### src/pkg/spcq_pkg.sv
package spcq_pkg;

    // ----------------------------------------------------------------------
    // Queue geometry
    // ----------------------------------------------------------------------
    localparam int unsigned PAGE_BYTES      = 4096;
    localparam int unsigned DESC_BYTES      = 64;
    localparam int unsigned SLOTS           = PAGE_BYTES / DESC_BYTES;
    localparam int unsigned IDX_W           = 16;
    localparam int unsigned MAX_QUEUED      = 8;
    localparam int unsigned CTX_ALIGN_BYTES = 4096;
    localparam int unsigned RX_ALIGN_BYTES  = 16;

    // ----------------------------------------------------------------------
    // Reset values
    // ----------------------------------------------------------------------
    localparam logic [15:0] PROD_RESET      = 16'h0000;
    localparam logic [15:0] CID_LEADING     = 16'h0000;
    localparam logic [7:0]  SB_IDX_RESET    = 8'h00;

    // ----------------------------------------------------------------------
    // Interrupt vector limits
    // ----------------------------------------------------------------------
    localparam logic [4:0]  MSI_MAX_VECTORS  = 5'h04;
    localparam logic [4:0]  MSIX_MAX_VECTORS = 5'h10;

    // ----------------------------------------------------------------------
    // Management mailbox word layout
    // ----------------------------------------------------------------------
    localparam int unsigned MBOX_CMD_LSB    = 16;
    localparam int unsigned MBOX_SEQ_LSB    = 0;

    // ----------------------------------------------------------------------
    // Command codes
    // ----------------------------------------------------------------------
    typedef enum logic [3:0] {
        CMD_PORT_SETUP   = 4'h1,
        CMD_CLIENT_SETUP = 4'h2,
        CMD_STAT_QUERY   = 4'h3,
        CMD_UPDATE       = 4'h4,
        CMD_HALT         = 4'h5,
        CMD_ADDRESS_SET  = 4'h6,
        CMD_CTX_DELETE   = 4'h7,
        CMD_PORT_DELETE  = 4'h8,
        CMD_FORWARD      = 4'h9
    } spcq_cmd_type;

    // ----------------------------------------------------------------------
    // Unload outcomes
    // ----------------------------------------------------------------------
    typedef enum logic [1:0] {
        UNLOAD_NONE     = 2'b00,
        UNLOAD_COMMON   = 2'b01,
        UNLOAD_PORT     = 2'b10,
        UNLOAD_FUNCTION = 2'b11
    } spcq_unload_type;

    typedef enum logic [1:0] {
        IRQ_LINE = 2'b00,
        IRQ_MSI  = 2'b01,
        IRQ_MSIX = 2'b10
    } spcq_irq_type;

endpackage

### src/spcq_slow_path.sv
// Overview of operation
// - Producer index write triggers command fetch
// - One completion entry, no buffer descriptor
// - Port setup initializes leading connection zero
// - Port setup completes on leading queue
// - Statistics query bumps status index
// - Port delete bumps status index
// - Client setup completes on its connection
// - Halt completes on own connection, refused on leading
// - Update completes on leading queue
// - Address set completes on leading queue
// - Context delete completes on leading queue
// - Forwarding setup completes on offloaded connection
// - Unload answered common, port or function
// - Line, 4 message, 16 extended vectors
`timescale 1ns/1ps
`default_nettype none

module spcq_slow_path #(
    parameter int unsigned SLOTS = spcq_pkg::SLOTS
) (
    // Clock and reset
    input  wire logic        REF_CLK,
    input  wire logic        RESET,
    // Queue setup writes into processor memory
    input  wire logic        PAGE_BASE_WR,
    input  wire logic [63:0] PAGE_BASE_DATA,
    input  wire logic        PROD_WR,
    input  wire logic [15:0] PROD_DATA,
    // Descriptor fetched at the consumer slot
    output logic             FETCH_REQ,
    output logic [63:0]      FETCH_ADDR,
    input  wire logic        FETCH_VALID,
    input  wire logic [3:0]  FETCH_CMD,
    input  wire logic [15:0] FETCH_CID,
    // Completion entry posting
    output logic             CQE_VALID,
    output logic [15:0]      CQE_CID,
    output logic [3:0]       CQE_CMD,
    output logic             CQE_SLOW_PATH,
    output logic             CQE_ERROR,
    output logic             BD_CONSUME,
    // Default status block index
    output logic [7:0]       SB_COMPLETION_IDX,
    // Port state
    output logic             PORT_READY,
    output logic             LEAD_LOCKED,
    output logic             PROC_INIT,
    output logic [15:0]      CONS_IDX,
    // Management mailbox
    input  wire logic        LOAD_DONE,
    input  wire logic        MBOX_WR,
    input  wire logic [31:0] MBOX_DATA,
    output logic             MBOX_RESP_VALID,
    output logic [31:0]      MBOX_RESP,
    input  wire logic [1:0]  UNLOAD_KIND,
    // Interrupt capabilities
    output logic [4:0]       MSI_VECTORS,
    output logic [4:0]       MSIX_VECTORS,
    output logic             LINE_IRQ_SUPPORTED
);

    typedef enum logic [1:0] {
        ST_IDLE  = 2'b00,
        ST_FETCH = 2'b01,
        ST_EXEC  = 2'b10
    } spcq_state_type;

    spcq_state_type  state_q;
    logic [63:0]     base_q;
    logic [15:0]     prod_q;
    logic [15:0]     cons_q;
    logic            ready_q;
    logic            loaded_q;
    logic            locked_q;
    logic            pinit_q;
    logic [3:0]      cmd_q;
    logic [15:0]     cid_q;
    logic            cqe_v_q;
    logic [15:0]     cqe_cid_q;
    logic [3:0]      cqe_cmd_q;
    logic            cqe_err_q;
    logic [7:0]      sb_q;
    logic            mb_v_q;
    logic [31:0]     mb_q;
    logic [15:0]     cons_d;

    // ----------------------------------------------------------------------
    // Index arithmetic
    // ----------------------------------------------------------------------
    // Same modulo as the host so a wrapped index never looks empty
    // Slot count must divide the page; no partial descriptors
    assign cons_d = (cons_q == 16'(SLOTS - 1)) ? 16'h0000
                                              : cons_q + 16'h0001;

    // ----------------------------------------------------------------------
    // Queue setup
    // ----------------------------------------------------------------------
    always_ff @(posedge REF_CLK) begin
        if (RESET) begin
            base_q <= 64'h0;
            prod_q <= spcq_pkg::PROD_RESET;
        end else begin
            if (PAGE_BASE_WR) begin
                base_q <= PAGE_BASE_DATA;
            end
            // A write mid-command is seen once back in idle
            if (PROD_WR) begin
                prod_q <= PROD_DATA;
            end
        end
    end

    // ----------------------------------------------------------------------
    // Load handshake
    // ----------------------------------------------------------------------
    always_ff @(posedge REF_CLK) begin
        if (RESET) begin
            loaded_q <= 1'b0;
        // Sticky: the message is sent once per reset
        end else if (LOAD_DONE) begin
            loaded_q <= 1'b1;
        end
    end

    // ----------------------------------------------------------------------
    // Command sequencer
    // ----------------------------------------------------------------------
    // One command in flight; the host paces the rest
    // Limitation: a descriptor that never arrives stalls the queue
    always_ff @(posedge REF_CLK) begin
        if (RESET) begin
            state_q <= ST_IDLE;
            cons_q  <= spcq_pkg::PROD_RESET;
            cmd_q   <= 4'h0;
            cid_q   <= 16'h0000;
        end else begin
            case (state_q)
                ST_IDLE: begin
                    if (cons_q != prod_q) begin
                        state_q <= ST_FETCH;
                    end
                end
                ST_FETCH: begin
                    if (FETCH_VALID) begin
                        cmd_q   <= FETCH_CMD;
                        cid_q   <= FETCH_CID;
                        state_q <= ST_EXEC;
                    end
                end
                ST_EXEC: begin
                    cons_q  <= cons_d;
                    state_q <= ST_IDLE;
                end
                default: begin
                    state_q <= ST_IDLE;
                end
            endcase
        end
    end

    // ----------------------------------------------------------------------
    // Port state
    // ----------------------------------------------------------------------
    always_ff @(posedge REF_CLK) begin
        if (RESET) begin
            ready_q  <= 1'b0;
            locked_q <= 1'b0;
            pinit_q  <= 1'b0;
        end else if (state_q == ST_EXEC) begin
            if (cmd_q == spcq_pkg::CMD_PORT_SETUP && loaded_q
                && !ready_q) begin
                ready_q  <= 1'b1;
                locked_q <= 1'b1;
                pinit_q  <= 1'b1;
            end else if (cmd_q == spcq_pkg::CMD_PORT_DELETE && ready_q) begin
                // Processors stay set up until the next reset
                ready_q  <= 1'b0;
                locked_q <= 1'b0;
            end
        end
    end

    // ----------------------------------------------------------------------
    // Completion routing
    // ----------------------------------------------------------------------
    always_ff @(posedge REF_CLK) begin
        if (RESET) begin
            cqe_v_q   <= 1'b0;
            cqe_cid_q <= 16'h0000;
            cqe_cmd_q <= 4'h0;
            cqe_err_q <= 1'b0;
            sb_q      <= spcq_pkg::SB_IDX_RESET;
        end else begin
            // CID holds until the next completion; command and error fields update on every executed command
            cqe_v_q <= 1'b0;
            if (state_q == ST_EXEC) begin
                cqe_cmd_q <= cmd_q;
                cqe_err_q <= 1'b0;
                case (cmd_q)
                    spcq_pkg::CMD_PORT_SETUP: begin
                        cqe_v_q   <= 1'b1;
                        cqe_cid_q <= spcq_pkg::CID_LEADING;
                        // Setup before load, or a repeat, is flagged failed
                        cqe_err_q <= !loaded_q || ready_q;
                    end
                    spcq_pkg::CMD_STAT_QUERY,
                    spcq_pkg::CMD_PORT_DELETE: begin
                        if (ready_q) begin
                            sb_q <= sb_q + 8'h01;
                        end else begin
                            // No port yet: refuse through the leading queue
                            cqe_v_q   <= 1'b1;
                            cqe_cid_q <= spcq_pkg::CID_LEADING;
                            cqe_err_q <= 1'b1;
                        end
                    end
                    spcq_pkg::CMD_CLIENT_SETUP,
                    spcq_pkg::CMD_FORWARD: begin
                        cqe_v_q   <= 1'b1;
                        cqe_cid_q <= cid_q;
                        cqe_err_q <= !ready_q;
                    end
                    spcq_pkg::CMD_HALT: begin
                        cqe_v_q   <= 1'b1;
                        cqe_cid_q <= cid_q;
                        // Halting the leading connection is refused
                        cqe_err_q <= !ready_q
                                     || cid_q == spcq_pkg::CID_LEADING;
                    end
                    spcq_pkg::CMD_UPDATE,
                    spcq_pkg::CMD_ADDRESS_SET,
                    spcq_pkg::CMD_CTX_DELETE: begin
                        cqe_v_q   <= 1'b1;
                        cqe_cid_q <= spcq_pkg::CID_LEADING;
                        cqe_err_q <= !ready_q;
                    end
                    default: begin
                        cqe_v_q   <= 1'b1;
                        cqe_cid_q <= spcq_pkg::CID_LEADING;
                        cqe_err_q <= 1'b1;
                    end
                endcase
            end
        end
    end

    // ----------------------------------------------------------------------
    // Management mailbox
    // ----------------------------------------------------------------------
    // Answer echoes the sequence; unload carries the chosen outcome
    // Response is one cycle late, so the host must wait for it
    always_ff @(posedge REF_CLK) begin
        if (RESET) begin
            mb_v_q <= 1'b0;
            mb_q   <= 32'h0;
        end else begin
            mb_v_q <= MBOX_WR;
            if (MBOX_WR) begin
                mb_q <= {MBOX_DATA[31:spcq_pkg::MBOX_CMD_LSB+2],
                         UNLOAD_KIND,
                         MBOX_DATA[spcq_pkg::MBOX_CMD_LSB-1:
                                   spcq_pkg::MBOX_SEQ_LSB]};
            end
        end
    end

    // ----------------------------------------------------------------------
    // Outputs
    // ----------------------------------------------------------------------
    assign FETCH_REQ          = (state_q == ST_FETCH);
    assign FETCH_ADDR         = base_q
                                + 64'(cons_q) * 64'(spcq_pkg::DESC_BYTES);
    assign CQE_VALID          = cqe_v_q;
    assign CQE_CID            = cqe_cid_q;
    assign CQE_CMD            = cqe_cmd_q;
    assign CQE_SLOW_PATH      = cqe_v_q;
    assign CQE_ERROR          = cqe_err_q;
    assign BD_CONSUME         = 1'b0;
    assign SB_COMPLETION_IDX  = sb_q;
    assign PORT_READY         = ready_q;
    assign LEAD_LOCKED        = locked_q;
    assign PROC_INIT          = pinit_q;
    assign CONS_IDX           = cons_q;
    assign MBOX_RESP_VALID    = mb_v_q;
    assign MBOX_RESP          = mb_q;
    // Capabilities are fixed; software only reads them
    assign MSI_VECTORS        = spcq_pkg::MSI_MAX_VECTORS;
    assign MSIX_VECTORS       = spcq_pkg::MSIX_MAX_VECTORS;
    assign LINE_IRQ_SUPPORTED = 1'b1;

endmodule

`default_nettype wire

### config.mk
export PLATFORM = sky130hd
export DESIGN_NAME = spcq_slow_path
export DESIGN_NICKNAME = d
export VERILOG_FILES = /design/src/pkg/spcq_pkg.sv /design/src/spcq_slow_path.sv
export SDC_FILE = /design/constraint.sdc
export NUM_CORES = 1
export LEC_CHECK = 0
export ABC_CLOCK_PERIOD_IN_PS = 6000
export BUFFER_PORTS_ARGS = -buffer_cell sky130_fd_sc_hd__buf_2
export CAP_MARGIN = 10
export CORE_MARGIN = 4
export CORE_UTILIZATION = 35
export DETAILED_ROUTE_END_ITERATION = 10
export GPL_TIMING_DRIVEN = 0
export PLACE_DENSITY = 0.6
export SLEW_MARGIN = 25
export SYNTH_ARGS = -nofsm -noshare
export SYNTH_HDL_FRONTEND = slang
export SYNTH_SLANG_ARGS = --single-unit
### constraint.sdc
create_clock -name REF_CLK -period 6 [get_ports REF_CLK]
set_input_delay 0.3 -clock REF_CLK [delete_from_list [all_inputs] [get_ports REF_CLK]]
set_output_delay 0.3 -clock REF_CLK [all_outputs]
set_load 0.03 [all_outputs]
After elaboration in Yosys (flattened, before gate mapping)
Index checks and enable logic that the tools add are counted.
{ "word_totals": {"register_bits": 184, "wordCells": 67} }
{ "classes": {"add_sub_neg": 3, "eq_ne": 16, "mux": 11, "n_bitwise": 1, "reduce_logical": 20} }
{ "op_table": {"columns": ["cell", "n"], "rows": [
  ["64-bit by 22-bit adder with 64-bit output", 1],
  ["16-bit 2-to-1 mux", 2],
  ["16-bit case mux with 2 select lines", 1],
  ["16-bit by 1-bit adder with 16-bit output (second input constant)", 1],
  ["16-bit by 6-bit == test with 1-bit output (second input constant)", 1],
  ["4-bit by 3-bit == test with 1-bit output (second input constant)", 4],
  ["16-bit logical NOT", 1],
  ["16-bit inequality test", 1],
  ["2-bit AND reduction", 5],
  ["8-bit by 1-bit adder with 8-bit output (second input constant)", 1],
  ["4-bit by 2-bit == test with 1-bit output (second input constant)", 2],
  ["4-bit == test (second input constant)", 2],
  ["5-bit OR reduction", 1],
  ["4-bit by 1-bit == test with 1-bit output (second input constant)", 1],
  ["1-bit 2-to-1 mux", 4],
  ["2-bit 2-to-1 mux", 2],
  ["2-bit inequality test (second input constant)", 2],
  ["1-bit case mux with 4 select lines", 1],
  ["2-bit case mux with 2 select lines", 1],
  ["2-bit OR reduction", 2],
  ["1-bit logical AND", 3],
  ["3-bit AND reduction", 1],
  ["3-bit OR reduction", 1],
  ["2-bit by 1-bit == test with 1-bit output (second input constant)", 1],
  ["other kinds (7)", 9]
]} }

Longest topological paths before layout
{ "logic_depth": {"ltp_word": 5, "ltp_mapped": 10, "mapped_depth_nobuf": 9} }

Least setup slack after synthesis
No wires, ideal clock.
{ "synth_path": {"kind": "flip-flop to output port", "from": "reg cons_q[0], in the netlist CONS_IDX[0]", "to": "out FETCH_ADDR[44]", "arrival_time_ns": 3.107, "t_required_ns": 5.700, "path_slack_ns": 2.593, "path_stages_with_launch": 11, "path_buffers": 1, "cell_sequence": "dfxtp_1 -> ha_1 -> inv_1 -> fa_1 -> nor2b_1 -> o2111ai_1 -> a211oi_1 -> o311ai_1 -> buf_2 -> a2111oi_2 -> xor2_1"} }
{ "synth_between": {"elab_chain_len": 1} }
{ "synth_rtl": {"columns": ["item", "line", "source"], "rows": [
  ["start, declared", "spcq_slow_path.sv:72", "logic [15:0] cons_q;"],
  ["start signal, assigned", "spcq_slow_path.sv:134", "cons_q <= spcq_pkg::PROD_RESET;"],
  ["start signal, assigned", "spcq_slow_path.sv:152", "cons_q <= cons_d;"],
  ["64-bit by 22-bit adder with 64-bit output", "spcq_slow_path.sv:273", "+ 64'(cons_q) * 64'(spcq_pkg::DESC_BYTES);"],
  ["end, declared", "spcq_slow_path.sv:32", "output logic [63:0] FETCH_ADDR,"]
]} }
Every way passes these cells.

Final worst setup path
{ "layout_path": {"from": "reg cons_q[0], in the netlist CONS_IDX[0]", "to": "out FETCH_ADDR[58]"} }
The elaborated chain is that of the path after synthesis.

==> reports/qor.yml <==
power_density_nw_per_um2: 256
cp_slowest_cell: "dfxtp_1"
synth.avg_cell_area_um2: 8.88
cp.required_ns: 5.70
seq_area_frac_synth_pct: 41.5
cts.clk_slew.worst_paths_ns: 0.09
grt_pass1_vias: 8027
drtIter0Drc: 424
fin_nets: 1472
dpl.hpwl_um: 20500
netlist.area_leader.share_pct: 41.5
clk_path_buf_depth: 2
cpMostUsedCell: "buf_2"
start_kind: "register"
hold_viol: 0
drt_wl_total_um: 26900
synth_cells: 1000
drt-wirelength-per-cell_um: 16.2
clkLatencyLatePin_ns: 0.44
num_rows: 58
seq_area_um2: 3680
yosys_warnings: 0
grt_usage_pct: 18.8
rsz0062_at_grt: "false"
finalSetupTns_ns: 0
synth_ff_type: "dfxtp_1"
slew_headroom_pct: 44.2
p_leak_nw: 5.49
place_congestion: 0.896
fp.dieH_um: 167
die_x_um: 167
fmax_mhz: 236
via_per_inst: 4.87
die_area_um2: 28000
cts_setup_buffers: 0
io_pins: 301
drive_gt1_share_pct: 26.9
hp-class: "in2reg"
grt_pass1_wl_um: 42900
cts_inserted_buffers: 17
synth_area_leaders: "dfxtp_1, mux2i_1, nor2_1"
crit_family: "compound AO/OA/AOI/OAI gates"
num_vias: 8073
synth.cell_area_um2: 8880
worst_ir_drop_vdd_mv: 0.122
finalMaxSlewViolations: 0
synth_enable_flop_cells: 0
status: "completed"
grt_overflow: 0
synth_top_area_cell: "dfxtp_1"
period_minus_slack_ns: 4.23
final.period_utilization_pct: 70.5
clock_tree.root_cell: "clkbuf_16"
crit_chain: "ha_1 > inv_1 > fa_1 > nor2b_1 > o2111ai_1 > a211oi_1 > o311ai_1 > buf_2 > a2111oi_2 > xor2_1 > buf_2"
core_area_um2: 25000
tritoncts: "built"
numClockSinks: 184
start_util_pct: 35.5
multi_input_area_um2: 4790
cp_num_buf_inv: 3
tightest_slew_ns: 0.838
worst_setup_path_end_kind: "output port"
antenna_found_initial: 8
grt_max_degree: 21
syn2layout_area_growth_pct: 28.2
ys_ff_latch: 184
max_stage_delay_ns: 0.46
ys_types: 58
finalPower_w: 0.00292
remaining_drc_errors: 0
cts_resized: 0
htree_levels: 4
cts_hold_buf: 0
first_pass_iters: 4
portBuffers: 283
fillers: 2561
maxCapViolCount: 0
async_flop_share_pct: 0
arrival_ns: 3.93
cp_max_fo: 10
setup_violations: 0
crit_type: "reg2out"
drt.antenna.violating_nets: 0
skew_ns: 0.0253
[layout by cell type (no fill, tap or decap), drive strengths merged, types with 4 or more instances in the layout]
cell type | synthesis | final
nor2 | 160 | 160
a21o | 5 | 5
nor4 | 11 | 11
clkbuf | 49 | 66
dfxtp | 184 | 184
a2111oi | 7 | 7
nand2b | 5 | 5
or3 | 6 | 6
a31oi | 4 | 4
a211oi | 13 | 13
conb | 2 | 12
a21oi | 57 | 57
a22oi | 4 | 4
nand4 | 27 | 27
and3 | 7 | 7
xor2 | 62 | 62
nand2 | 86 | 86
xnor2 | 29 | 29
nor3 | 10 | 10
nand3 | 23 | 23
buf | 31 | 314
clkinv | 0 | 7
o21ai | 14 | 14
nor2b | 8 | 8
inv | 17 | 24
ha | 18 | 18
mux2i | 113 | 113
a22o | 13 | 13
[logic make-up (layout without fill, tap and decap cells)]
family	count (synthesis)	in the layout	share of synthesized area, %
and+or+nand+nor	355	355	18.1
DFF	184	184	41.5
AOI/OAI and AO/OA	139	139	10.9
muxes	113	113	12.7
buffers and inverters	97	412	5.04
xor gates and xnor gates	91	91	8.98
adders and majority gates	19	19	2.76
other	2	15	0.0846
[final timing paths]
kind / slack (ns) / start / cells past startpoint / to
max: 1.77 / CONS_IDX[0]$_SDFFE_PP0P_ / 11 / FETCH_ADDR[58]
min: 0.09 / FETCH_CID[9] / 3 / cid_q[9]$_SDFFE_PP0P_
max reg2reg: 3.65 / CONS_IDX[1]$_SDFFE_PP0P_ / 6 / CONS_IDX[14]$_SDFFE_PP0P_
min reg2reg: 0.46 / CQE_CMD[0]$_SDFFE_PP0P_ / 2 / CQE_CMD[0]$_SDFFE_PP0P_
[per-layer routing]
| metal | global-route usage [%] | vias up | share of wire [%] |
|---|---|---|---|
| met2 | 30.3 | 248 | 46 |
| met4 | 6.63 | 8 | 2.4 |
| met5 | 0 | - | 0.20 |
| li1 | - | 4050 | - |
| met3 | 5.08 | 45 | 6.4 |
| met1 | 24.3 | 3722 | 45 |
[cell usage after synthesis (18+ instances only)]
cell type / instances
a21oi_1: 57
xnor2_1: 29
nor2_1: 160
nand3_1: 23
buf_4: 21
dfxtp_1: 184
mux2i_1: 113
ha_1: 18
clkbuf_1: 49
nand4_1: 26
nand2_1: 85
xor2_1: 62
[per-stage QoR]
stage,instance area [µm²],setup WS [ns],utilization (%),cells,hold WS (ns)
3_5_place_dp,10700,2.28,42.9,1623,0.448
3_3_place_gp,10700,2.35,42.9,1623,0.443
6_report,11400,1.77,45.5,1658,0.0861
2_1_floorplan,8920,2.59,-,1010,0.380
4_1_cts,11400,1.78,45.4,1655,0.0734
5_1_grt,11400,1.47,45.5,1658,0.0742
[power breakdown]
part           switching [W]  total [W]  internal (W)
Sequential         0.0000451    0.00132       0.00128
Clock               0.000588    0.00120      0.000609
Combinational       0.000249   0.000401      0.000152
[area by class of cell]
class	count	share of cell area, %
Buffer	80	3.38
Tap cell	330	3.63
Sequential cell	184	32.4
Clock inverter	15	1.77
Antenna cell	3	0.0660
Timing Repair Buffer	283	12.4
Clock buffer	17	3.74
Inverter	17	0.561
Multi-Input combinational cell	729	42.1
[sequential cells by signal, summed over array words and instances (netlist names)]
name	flops
cid_q	16
PROC_INIT	1
CQE_CMD	4
CQE_CID	16
MBOX_RESP	32
MBOX_RESP_VALID	1
CQE_ERROR	1
CONS_IDX	16
prod_q	16
SB_COMPLETION_IDX	8
base_q	64
loaded_q	1
state_q	2
cmd_q	4
LEAD_LOCKED	1
CQE_SLOW_PATH	1
[worst reg2reg max path: stages, from the launching register on]
cell,delay [ns]
dfxtp_1,0.49
ha_1,0.23
nand3_1,0.11
nor3_1,0.53
a41o_1,0.39
clkbuf_1,0.37
nor2_1,0.10
(Power assumes the default switching activity.)
